--- config.mk ---
export PLATFORM = sky130hd
export DESIGN_NAME = eiu_top
export DESIGN_NICKNAME = d
export VERILOG_FILES = /design/src/design/eiu_pkg.sv /design/src/design/eiu_top.sv
export SDC_FILE = /design/constraint.sdc
export NUM_CORES = 1
export LEC_CHECK = 0
export ABC_AREA = 1
export BUFFER_PORTS_ARGS = -buffer_cell sky130_fd_sc_hd__buf_2
export CAP_MARGIN = 10
export CORE_UTILIZATION = 56
export CTS_BUF_LIST = sky130_fd_sc_hd__clkbuf_8
export DETAILED_ROUTE_END_ITERATION = 10
export GPL_TIMING_DRIVEN = 0
export MAX_ROUTING_LAYER = met4
export PLACE_DENSITY = 0.95
export SYNTH_ARGS = -nofsm -noshare
export SYNTH_HDL_FRONTEND = slang
export SYNTH_SLANG_ARGS = --single-unit
--- constraint.sdc ---
create_clock -name aclk -period 3.3 [get_ports aclk]
set_input_delay 0.33 -clock aclk [delete_from_list [all_inputs] [get_ports aclk]]
set_output_delay 0.33 -clock aclk [all_outputs]
set_load 0.02 [all_outputs]
--- src/design/eiu_pkg.sv ---
// constants and types of the external pin interrupt unit
package eiu_pkg;
   // ----------------------------------------
   // bus geometry
   // ----------------------------------------
   localparam int ADDR_W = 8;
   localparam int GROUP0_W = 8;
   localparam int GROUP1_W = 4;
   localparam int CHG_W = GROUP0_W + GROUP1_W;
   // ----------------------------------------
   // register indices and byte addresses
   // ----------------------------------------
   localparam logic [7:0] IDX_MASK0 = 8'h09;
   localparam logic [7:0] IDX_MASK1 = 8'h0a;
   localparam logic [7:0] IDX_FLAG = 8'h0b;
   localparam logic [7:0] IDX_ENABLE = 8'h0c;
   localparam logic [7:0] IDX_SENSE = 8'h0d;
   localparam logic [7:0] IDX_STATUS = 8'h0e;
   localparam logic [7:0] ADDR_MASK0 = {IDX_MASK0[5:0], 2'h0};
   localparam logic [7:0] ADDR_MASK1 = {IDX_MASK1[5:0], 2'h0};
   localparam logic [7:0] ADDR_FLAG = {IDX_FLAG[5:0], 2'h0};
   localparam logic [7:0] ADDR_ENABLE = {IDX_ENABLE[5:0], 2'h0};
   localparam logic [7:0] ADDR_SENSE = {IDX_SENSE[5:0], 2'h0};
   localparam logic [7:0] ADDR_STATUS = {IDX_STATUS[5:0], 2'h0};
   // ----------------------------------------
   // field positions, writable bits, resets
   // ----------------------------------------
   localparam int BIT_G1 = 5;
   localparam int BIT_G0 = 4;
   localparam int BIT_EXT = 0;
   localparam int BIT_SENSE_HI = 7;
   localparam int BIT_SENSE_LO = 6;
   localparam int BIT_GIE = 7;
   localparam logic [7:0] WMASK_ENABLE = 8'h31;
   localparam logic [7:0] WMASK_FLAG = 8'h31;
   localparam logic [7:0] WMASK_MASK1 = 8'h0f;
   localparam logic [7:0] WMASK_SENSE = 8'hc0;
   localparam logic [7:0] WMASK_STATUS = 8'h80;
   localparam logic [7:0] RST_REG = 8'h00;
   // ----------------------------------------
   // vectors and bus answers
   // ----------------------------------------
   localparam logic [15:0] VEC_NONE = 16'h0000;
   localparam logic [15:0] VEC_EXT = 16'h0001;
   localparam logic [15:0] VEC_G0 = 16'h0002;
   localparam logic [15:0] VEC_G1 = 16'h0003;
   localparam logic [1:0] RESP_OKAY = 2'h0;
   localparam logic [1:0] RESP_SLVERR = 2'h2;
   // ----------------------------------------
   // types
   // ----------------------------------------
   typedef enum logic [1:0] {SENSE_LOW, SENSE_ANY, SENSE_FALL, SENSE_RISE} eiu_sense_e;
   typedef enum logic {WR_COLLECT, WR_RESP} eiu_wr_e;
   typedef struct packed {
      logic g1;
      logic g0;
      logic ext;
   } eiu_src_s;
endpackage

--- src/design/eiu_top.sv ---
// external pin interrupt unit with axi4-lite register slave
//
// How it works
// - pin request needs global and pin enable
// - sense bits pick low, change, fall, rise
// - pin sampled first, edges from samples
// - pins seen whatever their direction
// - group one change requests its vector
// - group zero change requests its vector
// - mask bit counts only with group enable
// - enable bits 5, 4, 0; reset zero
// - group one flag at bit 5
// - group zero flag at bit 4
// - pin flag at bit 0 on edge
// - flags clear on service or write one
// - level mode keeps pin flag cleared
// - unused bits read as zero
// - group zero mask eight bits, reset zero
// - vectors 0x0001, 0x0002, 0x0003
// - level path needs no history; change paths use the previous sample
// - level mode requests while pin low
//
// The implementer's own choice: the AXI4-Lite slave port.
`timescale 1ns/1ps
module eiu_top
   import eiu_pkg::*;
(
   input wire logic aclk,
   input wire logic aresetn,
   input wire logic awvalid,
   output logic awready,
   input wire logic [ADDR_W-1:0] awaddr,
   input wire logic wvalid,
   output logic wready,
   input wire logic [31:0] wdata,
   input wire logic [3:0] wstrb,
   output logic bvalid,
   input wire logic bready,
   output logic [1:0] bresp,
   input wire logic arvalid,
   output logic arready,
   input wire logic [ADDR_W-1:0] araddr,
   output logic rvalid,
   input wire logic rready,
   output logic [31:0] rdata,
   output logic [1:0] rresp,
   input wire logic ext_pin,
   input wire logic [CHG_W-1:0] change_input,
   input wire eiu_src_s irq_ack,
   output eiu_src_s irq_req,
   output logic [15:0] irq_vector
);
   // ----------------------------------------
   // state
   // ----------------------------------------
   logic [7:0] mask0_q, mask0_d; // group zero mask
   logic [7:0] mask1_q, mask1_d; // group one mask
   logic [7:0] enable_q, enable_d; // enable register
   logic [7:0] flag_q, flag_d; // sticky flags
   logic [7:0] sense_q, sense_d; // sense select
   logic [7:0] status_q, status_d; // global flag word
   logic ext_smp_q, ext_smp_d; // sampled pin
   logic ext_prev_q, ext_prev_d; // previous sample
   logic [CHG_W-1:0] chg_smp_q, chg_smp_d; // sampled change pins
   logic [CHG_W-1:0] chg_prev_q, chg_prev_d; // previous samples
   eiu_src_s req_q, req_d; // request lines
   logic [15:0] vec_q, vec_d; // vector address
   eiu_wr_e wr_st_q, wr_st_d; // write channel state
   logic got_aw_q, got_aw_d; // address taken
   logic got_w_q, got_w_d; // data taken
   logic [ADDR_W-1:0] wr_addr_q, wr_addr_d; // held address
   logic [7:0] wr_data_q, wr_data_d; // held low byte
   logic wr_lane_q, wr_lane_d; // byte lane 0 strobe
   logic awready_q, awready_d;
   logic wready_q, wready_d;
   logic bvalid_q, bvalid_d;
   logic [1:0] bresp_q, bresp_d;
   logic arready_q, arready_d;
   logic rvalid_q, rvalid_d;
   logic [31:0] rdata_q, rdata_d;
   logic [1:0] rresp_q, rresp_d;
   // ----------------------------------------
   // event terms
   // ----------------------------------------
   eiu_sense_e sense_mode; // decoded sense bits
   eiu_src_s set_s; // hardware set events
   eiu_src_s clr_s; // service or write-one clears
   logic wr_do; // register write commit
   logic wr_hit; // write address mapped
   logic gie; // global interrupt flag
   logic ext_fall, ext_rise; // sampled edges
   logic [GROUP0_W-1:0] diff0; // group zero changes
   logic [GROUP1_W-1:0] diff1; // group one changes
   assign gie = status_q[BIT_GIE];
   assign sense_mode = eiu_sense_e'(sense_q[BIT_SENSE_HI:BIT_SENSE_LO]);
   assign ext_fall = ext_prev_q & ~ext_smp_q;
   assign ext_rise = ~ext_prev_q & ext_smp_q;
   assign diff0 = (chg_smp_q[GROUP0_W-1:0] ^ chg_prev_q[GROUP0_W-1:0]) & mask0_q;
   assign diff1 = (chg_smp_q[CHG_W-1:GROUP0_W] ^ chg_prev_q[CHG_W-1:GROUP0_W])
      & mask1_q[GROUP1_W-1:0];
   // ----------------------------------------
   // pin sampling and event detection
   // ----------------------------------------
   // samples taken every clock, direction of the pad plays no part
   always_comb begin
      ext_smp_d = ext_pin;
      ext_prev_d = ext_smp_q;
      chg_smp_d = change_input;
      chg_prev_d = chg_smp_q;
      set_s = '0;
      case (sense_mode)
         SENSE_ANY: set_s.ext = ext_fall | ext_rise;
         SENSE_FALL: set_s.ext = ext_fall;
         SENSE_RISE: set_s.ext = ext_rise;
         default: set_s.ext = 1'b0; // level mode sets no flag
      endcase
      set_s.g0 = enable_q[BIT_G0] & (|diff0);
      set_s.g1 = enable_q[BIT_G1] & (|diff1);
   end
   // ----------------------------------------
   // flags and register writes
   // ----------------------------------------
   assign wr_do = (wr_st_q == WR_COLLECT) & got_aw_q & got_w_q;
   assign wr_hit = (wr_addr_q == ADDR_MASK0) | (wr_addr_q == ADDR_MASK1)
      | (wr_addr_q == ADDR_FLAG) | (wr_addr_q == ADDR_ENABLE)
      | (wr_addr_q == ADDR_SENSE) | (wr_addr_q == ADDR_STATUS);
   // next register contents from software writes and hardware events
   always_comb begin
      mask0_d = mask0_q;
      mask1_d = mask1_q;
      enable_d = enable_q;
      sense_d = sense_q;
      status_d = status_q;
      clr_s = irq_ack; // cleared on service entry
      if (wr_do && wr_lane_q) begin
         case (wr_addr_q)
            ADDR_MASK0: mask0_d = wr_data_q;
            ADDR_MASK1: mask1_d = wr_data_q & WMASK_MASK1;
            ADDR_ENABLE: enable_d = wr_data_q & WMASK_ENABLE;
            ADDR_SENSE: sense_d = wr_data_q & WMASK_SENSE;
            ADDR_STATUS: status_d = wr_data_q & WMASK_STATUS;
            ADDR_FLAG: begin
               clr_s.g1 = irq_ack.g1 | wr_data_q[BIT_G1];
               clr_s.g0 = irq_ack.g0 | wr_data_q[BIT_G0];
               clr_s.ext = irq_ack.ext | wr_data_q[BIT_EXT];
            end
            default: mask0_d = mask0_q; // unmapped, nothing stored
         endcase
      end
      flag_d = RST_REG;
      flag_d[BIT_G1] = set_s.g1 | (flag_q[BIT_G1] & ~clr_s.g1);
      flag_d[BIT_G0] = set_s.g0 | (flag_q[BIT_G0] & ~clr_s.g0);
      flag_d[BIT_EXT] = set_s.ext | (flag_q[BIT_EXT] & ~clr_s.ext);
      if (sense_mode == SENSE_LOW) begin
         flag_d[BIT_EXT] = 1'b0;
      end
   end
   // ----------------------------------------
   // requests toward the core
   // ----------------------------------------
   always_comb begin
      req_d.ext = gie & enable_q[BIT_EXT]
         & ((sense_mode == SENSE_LOW) ? ~ext_smp_q : flag_q[BIT_EXT]);
      req_d.g0 = gie & enable_q[BIT_G0] & flag_q[BIT_G0];
      req_d.g1 = gie & enable_q[BIT_G1] & flag_q[BIT_G1];
      vec_d = req_d.ext ? VEC_EXT : (req_d.g0 ? VEC_G0 : (req_d.g1 ? VEC_G1 : VEC_NONE));
   end
   // ----------------------------------------
   // axi4-lite write channel
   // ----------------------------------------
   // address and data taken in either order, answer after both
   always_comb begin
      wr_st_d = wr_st_q;
      got_aw_d = got_aw_q;
      got_w_d = got_w_q;
      wr_addr_d = wr_addr_q;
      wr_data_d = wr_data_q;
      wr_lane_d = wr_lane_q;
      bvalid_d = bvalid_q;
      bresp_d = bresp_q;
      case (wr_st_q)
         WR_COLLECT: begin
            if (awvalid && awready_q) begin
               got_aw_d = 1'b1;
               wr_addr_d = awaddr;
            end
            if (wvalid && wready_q) begin
               got_w_d = 1'b1;
               wr_data_d = wdata[7:0];
               wr_lane_d = wstrb[0];
            end
            if (wr_do) begin
               wr_st_d = WR_RESP;
               got_aw_d = 1'b0;
               got_w_d = 1'b0;
               bvalid_d = 1'b1;
               bresp_d = wr_hit ? RESP_OKAY : RESP_SLVERR;
            end
         end
         WR_RESP: begin
            if (bready) begin
               wr_st_d = WR_COLLECT;
               bvalid_d = 1'b0;
            end
         end
         default: wr_st_d = WR_COLLECT;
      endcase
      awready_d = (wr_st_d == WR_COLLECT) & ~got_aw_d;
      wready_d = (wr_st_d == WR_COLLECT) & ~got_w_d;
   end
   // ----------------------------------------
   // axi4-lite read channel
   // ----------------------------------------
   always_comb begin
      arready_d = ~rvalid_q; // open whenever no answer is pending
      rvalid_d = rvalid_q;
      rdata_d = rdata_q;
      rresp_d = rresp_q;
      if (arvalid && arready_q) begin
         arready_d = 1'b0;
         rvalid_d = 1'b1;
         rresp_d = RESP_OKAY;
         case (araddr)
            ADDR_MASK0: rdata_d = {24'h000000, mask0_q};
            ADDR_MASK1: rdata_d = {24'h000000, mask1_q};
            ADDR_FLAG: rdata_d = {24'h000000, flag_q};
            ADDR_ENABLE: rdata_d = {24'h000000, enable_q};
            ADDR_SENSE: rdata_d = {24'h000000, sense_q};
            ADDR_STATUS: rdata_d = {24'h000000, status_q};
            default: begin
               rdata_d = 32'h00000000;
               rresp_d = RESP_SLVERR;
            end
         endcase
      end else if (rvalid_q && rready) begin
         rvalid_d = 1'b0;
         arready_d = 1'b1;
      end
   end
   // ----------------------------------------
   // registers
   // ----------------------------------------
   always_ff @(posedge aclk) begin
      if (!aresetn) begin
         mask0_q <= RST_REG;
         mask1_q <= RST_REG;
         enable_q <= RST_REG;
         flag_q <= RST_REG;
         sense_q <= RST_REG;
         status_q <= RST_REG;
         ext_smp_q <= 1'b1;
         ext_prev_q <= 1'b1;
         chg_smp_q <= '0;
         chg_prev_q <= '0;
         req_q <= '0;
         vec_q <= VEC_NONE;
         wr_st_q <= WR_COLLECT;
         got_aw_q <= 1'b0;
         got_w_q <= 1'b0;
         wr_addr_q <= '0;
         wr_data_q <= RST_REG;
         wr_lane_q <= 1'b0;
         awready_q <= 1'b0;
         wready_q <= 1'b0;
         bvalid_q <= 1'b0;
         bresp_q <= RESP_OKAY;
         arready_q <= 1'b0;
         rvalid_q <= 1'b0;
         rdata_q <= 32'h00000000;
         rresp_q <= RESP_OKAY;
      end else begin
         mask0_q <= mask0_d;
         mask1_q <= mask1_d;
         enable_q <= enable_d;
         flag_q <= flag_d;
         sense_q <= sense_d;
         status_q <= status_d;
         ext_smp_q <= ext_smp_d;
         ext_prev_q <= ext_prev_d;
         chg_smp_q <= chg_smp_d;
         chg_prev_q <= chg_prev_d;
         req_q <= req_d;
         vec_q <= vec_d;
         wr_st_q <= wr_st_d;
         got_aw_q <= got_aw_d;
         got_w_q <= got_w_d;
         wr_addr_q <= wr_addr_d;
         wr_data_q <= wr_data_d;
         wr_lane_q <= wr_lane_d;
         awready_q <= awready_d;
         wready_q <= wready_d;
         bvalid_q <= bvalid_d;
         bresp_q <= bresp_d;
         arready_q <= arready_d;
         rvalid_q <= rvalid_d;
         rdata_q <= rdata_d;
         rresp_q <= rresp_d;
      end
   end
   assign awready = awready_q;
   assign wready = wready_q;
   assign bvalid = bvalid_q;
   assign bresp = bresp_q;
   assign arready = arready_q;
   assign rvalid = rvalid_q;
   assign rdata = rdata_q;
   assign rresp = rresp_q;
   assign irq_req = req_q;
   assign irq_vector = vec_q;
endmodule
======== Yosys cells after proc, flatten, opt, wreduce, memory -nomap -nowiden ========
Index checks and enable logic that the tools add are counted.
Widths: inputs -> output; s select.
word-level totals
  flip-flop bits (word level) ............. 132
  input bits .............................. 75
  word-level logic and storage cells ...... 141
cells by class
  eq/ne operators ......................... 17
  muxes and demuxes ....................... 25
  bitwise logic cells ..................... 44
  reduce and logical (&&, ||, !) cells .... 23
operator list
  operator            count
  $eq 8x6->1 const B  12
  $pmux 8 s6          1
  $reduce_and 2->1    9
  $and 1x1->1         17
  $mux 1              15
  $or 1x1->1          12
  $not 1->1           11
  $and 8x8->8         1
  $mux 2              4
  $reduce_or 8->1     1
  $xor 8x8->8         1
  $mux 3              2
  $reduce_or 2->1     3
  $reduce_or 6->1     1
  $logic_and 1x1->1   5
  $and 4x4->4         1
  $eq 2x2->1 const B  2
  $ne 2x2->1 const B  2
  $pmux 1 s2          2
  $reduce_or 4->1     1
  $xor 4x4->4         1
  $pmux 1 s3          1
  $reduce_or 3->1     1
  $eq 2x1->1 const B  1
  other kinds (2)     2

======== Depth between registers and ports, before layout ========
  word-level depth ........................ 8
  depth in mapped cells ................... 9

======== Worst setup path before layout ========
OpenSTA, ideal clock, no wires.
  path kind ............................... register to register
  start point ............................. register wr_addr_q[6]
  end point ............................... register mask0_q[4]
  arrival time ............................ 1,065 ps
  setup slack ............................. 2,117 ps
  stages on the path, launching flop included .. 7
  path through ............................ dfxtp_1 > nor3_4 > nand2_4 > nor2_8 > nand2_4 > o21ai_1 > a21oi_1
on the way
  cells in the longest elaborated chain, start to end .. 2
RTL lines
  what                               RTL line        text
  start: declaration                 eiu_top.sv:71   logic [ADDR_W-1:0] wr_addr_q, wr_addr_d;
  start signal: assignment           eiu_top.sv:287  wr_addr_q <= wr_addr_d;
  $eq 8x6->1                         eiu_top.sv:136  case (wr_addr_q)
  $reduce_and 2->1 (no source line)  n/a
  end signal: assignment             eiu_top.sv:272  mask0_q <= mask0_d;
  end: declaration                   eiu_top.sv:56   logic [7:0] mask0_q, mask0_d;
No other way between the ends.
A chain may end at the register's enable or synchronous reset.

======== Worst setup path in the final report ========
  start point ............................. register wr_addr_q[6]
  end point ............................... register flag_q[0]
on the way
  cells in the longest elaborated chain, start to end .. 6
RTL lines
  what                    RTL line        text
  $eq 8x6->1              eiu_top.sv:136
  $mux 3                  eiu_top.sv:136
  $mux 3                  eiu_top.sv:135  if (wr_do && wr_lane_q) begin
  $not 1->1               eiu_top.sv:153  flag_d[BIT_EXT] = set_s.ext | (flag_q[BIT_EXT] & ~clr_s.ext);
  $and 1x1->1             eiu_top.sv:153
  $or 1x1->1              eiu_top.sv:153
  end signal: assignment  eiu_top.sv:275  flag_q <= flag_d;
  end: declaration        eiu_top.sv:59   logic [7:0] flag_q, flag_d;
No other way between the ends.

==> flow_metrics.env <==
export IMPL_status="finished clean"
export IMPL_gp_congestion=0.849
export IMPL_internal_power_uw=1540
export IMPL_grt_overflow_total=0
export IMPL_rsz0062_at_grt="no"
export IMPL_path_cells="nor3_4, nand2_4, nor2_1, nand3_1, nand2_1, a21oi_1"
export IMPL_cp_end_kind="flop"
export IMPL_hpwl_um=6470
export IMPL_skew_ns=0.0106
export IMPL_row_count=29
export IMPL_routedWlPerCell_um=11.8
export IMPL_setup_violations=0
export IMPL_synth_area_sq_um=3880
export IMPL_timing_reg2reg_setup_slack_ns=1.86
export IMPL_dieWidth_um=85.2
export IMPL_portBuffers=67
export IMPL_powerDensity_nw_per_um2=454
export IMPL_synthDistinctLibCells=32
export IMPL_r2r_cells=6
export IMPL_die_h_um=85.2
export IMPL_switching_power_uw=573
export IMPL_die_area_sq_um=7260
export IMPL_start_util_pct=59.3
export IMPL_ctsResizeCount=0
export IMPL_worstSetupPathType="flop to flop"
export IMPL_cts_made_buffers=9
export IMPL_swShare_pct=27.1
export IMPL_maxCapViolCount=0
export IMPL_clockPowerShare_pct=34.9
export IMPL_antenna_found_initial=0
export IMPL_synth_seq_cells=87
export IMPL_num_fill_cells=528
export IMPL_wirelength_um=8460
export IMPL_postLayoutCoreUtil_pct=71.2
export IMPL_diodes=0
export IMPL_cp_start_kind="flop"
export IMPL_cts_sinks=87
export IMPL_syn2layout_area_growth_pct=20.0
export IMPL_critPathLaunch="wr_addr_q[6]"
export IMPL_cts_root_buf="clkbuf_8"
export IMPL_slew_violations=0
export IMPL_power_frac_comb_pct=11.9
export IMPL_pin_count=135
export IMPL_fmaxAchievable_ghz=0.693
export IMPL_timing_setup_tns_ns=0
export IMPL_cts_tree="done"
export IMPL_slowest_delay_ns=0.35
export IMPL_seq_area_frac_synth_pct=44.9
export IMPL_avgSynthCellArea_sq_um=7.48
export IMPL_route_vias_total=3508
export IMPL_viasPerCell=4.89
export IMPL_hold_buffers=0
export IMPL_path_clk_slew_ns=0.09
export IMPL_max_slew_margin_pct=55.0
export IMPL_worstSkewPairLatency_ns=0.37
export IMPL_coreArea_sq_um=6530
export IMPL_grt_max_degree=16
export IMPL_cp_max_fo=4
export IMPL_drc=0
export IMPL_worst_pin_slew_ns=0.675
export IMPL_power_leakage_uw=0.00234
export IMPL_power_uw=2110
export IMPL_worstSetupEndpoint="flag_q[0]"
export IMPL_max_vdd_ir_drop_uv=343
export IMPL_placed_area_sq_um=4450
export IMPL_r2r_end="flag_q[0]"
export IMPL_hold_ws_ns=0.140
export IMPL_drt_iter0_markers=188
export IMPL_finalHoldViolations=0
export IMPL_hold_path_class="primary input to flop"
export IMPL_synth_cells=518
export IMPL_drive_above_1_share_pct=25.2
export IMPL_clockBufferDepth=2
export IMPL_final_common_cell="nand2_1"
export IMPL_grt_usage_pct=25.3
export IMPL_ys_warnings_count=0
export IMPL_critPathSlowestCell="dfxtp_1"
export IMPL_pwr_share_seq_pct=53.2
export IMPL_grt_pass1_wl_um=13900
export IMPL_cts_setup_buffers=0
export IMPL_layout_common_cells="102 x nand2_1, 87 x dfxtp_1, 70 x buf_2"
export IMPL_finalCriticalPeriod_ns=1.44
export IMPL_worstPathRequired_ns=3.56
export IMPL_dr_pass1_iters=5
export IMPL_crit_arrival_ns=1.70
export IMPL_fin_nets=712
export IMPL_ant_nets=0
export IMPL_finalCritPeriodShare_pct=43.7
export IMPL_h_tree_depth=3
export IMPL_first_global_vias=3180
export IMPL_stdcell_area_sq_um=4650
export IMPL_rr_startpoint="wr_addr_q[6]"
==> synthesized netlist by cell type (all sizes together) <==
library cell,n,area share (%)
nor2,61,7.4
ha,2,0.65
o21ai,42,5.4
or2,8,1.3
dfxtp,87,45
a21oi,40,5.7
nand3,38,5.4
inv,62,6.0
o221ai,1,0.23
nor4,1,0.16
clkbuf,8,0.77
a211oi,1,0.19
nand4,4,0.65
clkinv,3,0.29
conb,1,0.097
nor3,6,1.1
o22ai,1,0.16
nand2,106,11
o2111ai,1,0.23
buf,44,8.3
nor3b,1,0.19
==> metal layers <==
| metal | track usage, % | share of wire, % | up-vias |
|---|---|---|---|
| met5 | - | 0 | - |
| met4 | 11.7 | 1.3 | 0 |
| met3 | 5.64 | 8.9 | 16 |
| met2 | 40.8 | 46 | 154 |
| met1 | 30.2 | 43 | 1544 |
| li1 | - | - | 1794 |
==> worst max-delay path: cells and delay by family, from the launching register on <==
kind | cells | cell delay (ns)
flops | 1 | 0.35
simple gates | 5 | 0.93
compound gates | 1 | 0.06
==> power groups by stage <==
stage	Clock, uW	Combinational, uW	Sequential, uW
6_report	736	252	1120
5_1_grt	795	278	1130
4_1_cts	745	249	1120
3_5_place_dp	0	249	1150
3_3_place_gp	0	239	1140
2_1_floorplan	0	179	1140
==> stage by stage <==
step / setup WS, ns / instances
after detailed placement: 1.86 / 701
after global placement: 1.91 / 701
final: 1.86 / 717
after CTS: 1.88 / 717
after floorplan: 2.12 / 557
after global routing: 1.72 / 717
==> worst min path at each step <==
stage,start,endpoint,slack (ns),depth (start not counted)
floorplan,chg_prev_d[0],chg_prev_q[0],0.41,2
global placement,chg_prev_d[0],chg_prev_q[0],0.42,2
detailed placement,chg_prev_d[6],chg_prev_q[6],0.43,2
CTS,change_input[3],chg_prev_d[3],0.13,3
global route,change_input[9],chg_prev_d[9],0.14,3
finish,change_input[3],chg_prev_d[3],0.14,3
==> cell type report <==
class | instances | area, sq um | share of cell area, %
clock inverter | 7 | 72.6 | 1.56
tap | 77 | 96.3 | 2.07
multi-input combinational | 353 | 1680 | 36.2
clock buffer | 9 | 124 | 2.66
sequential | 87 | 1740 | 37.4
timing repair buffer | 67 | 335 | 7.21
buffer | 52 | 353 | 7.59
inverter | 65 | 244 | 5.25
==> cell families after synthesis <==
kind of cell | share of synthesized area (%)
AO/OA/AOI/OAI | 12.0
flip-flops | 44.9
buffers and inverters | 15.4
other | 0.0967
AND/OR/NAND/NOR | 27.0
adder cells (fa/ha/maj) | 0.645
==> flip-flops by register name (all words and copies together), names as in the netlist, 2 cells and up <==
| name | flops |
|---|---|
| chg_prev_d | 12 |
| chg_prev_q | 12 |
| mask0_q | 8 |
| rdata | 8 |
| wr_addr_q | 8 |
| wr_data_q | 8 |
| mask1_q | 4 |
| enable_q | 3 |
| flag_q | 3 |
| irq_req | 3 |
| irq_vector | 2 |
| sense_q | 2 |
(Power assumes the default switching activity.)
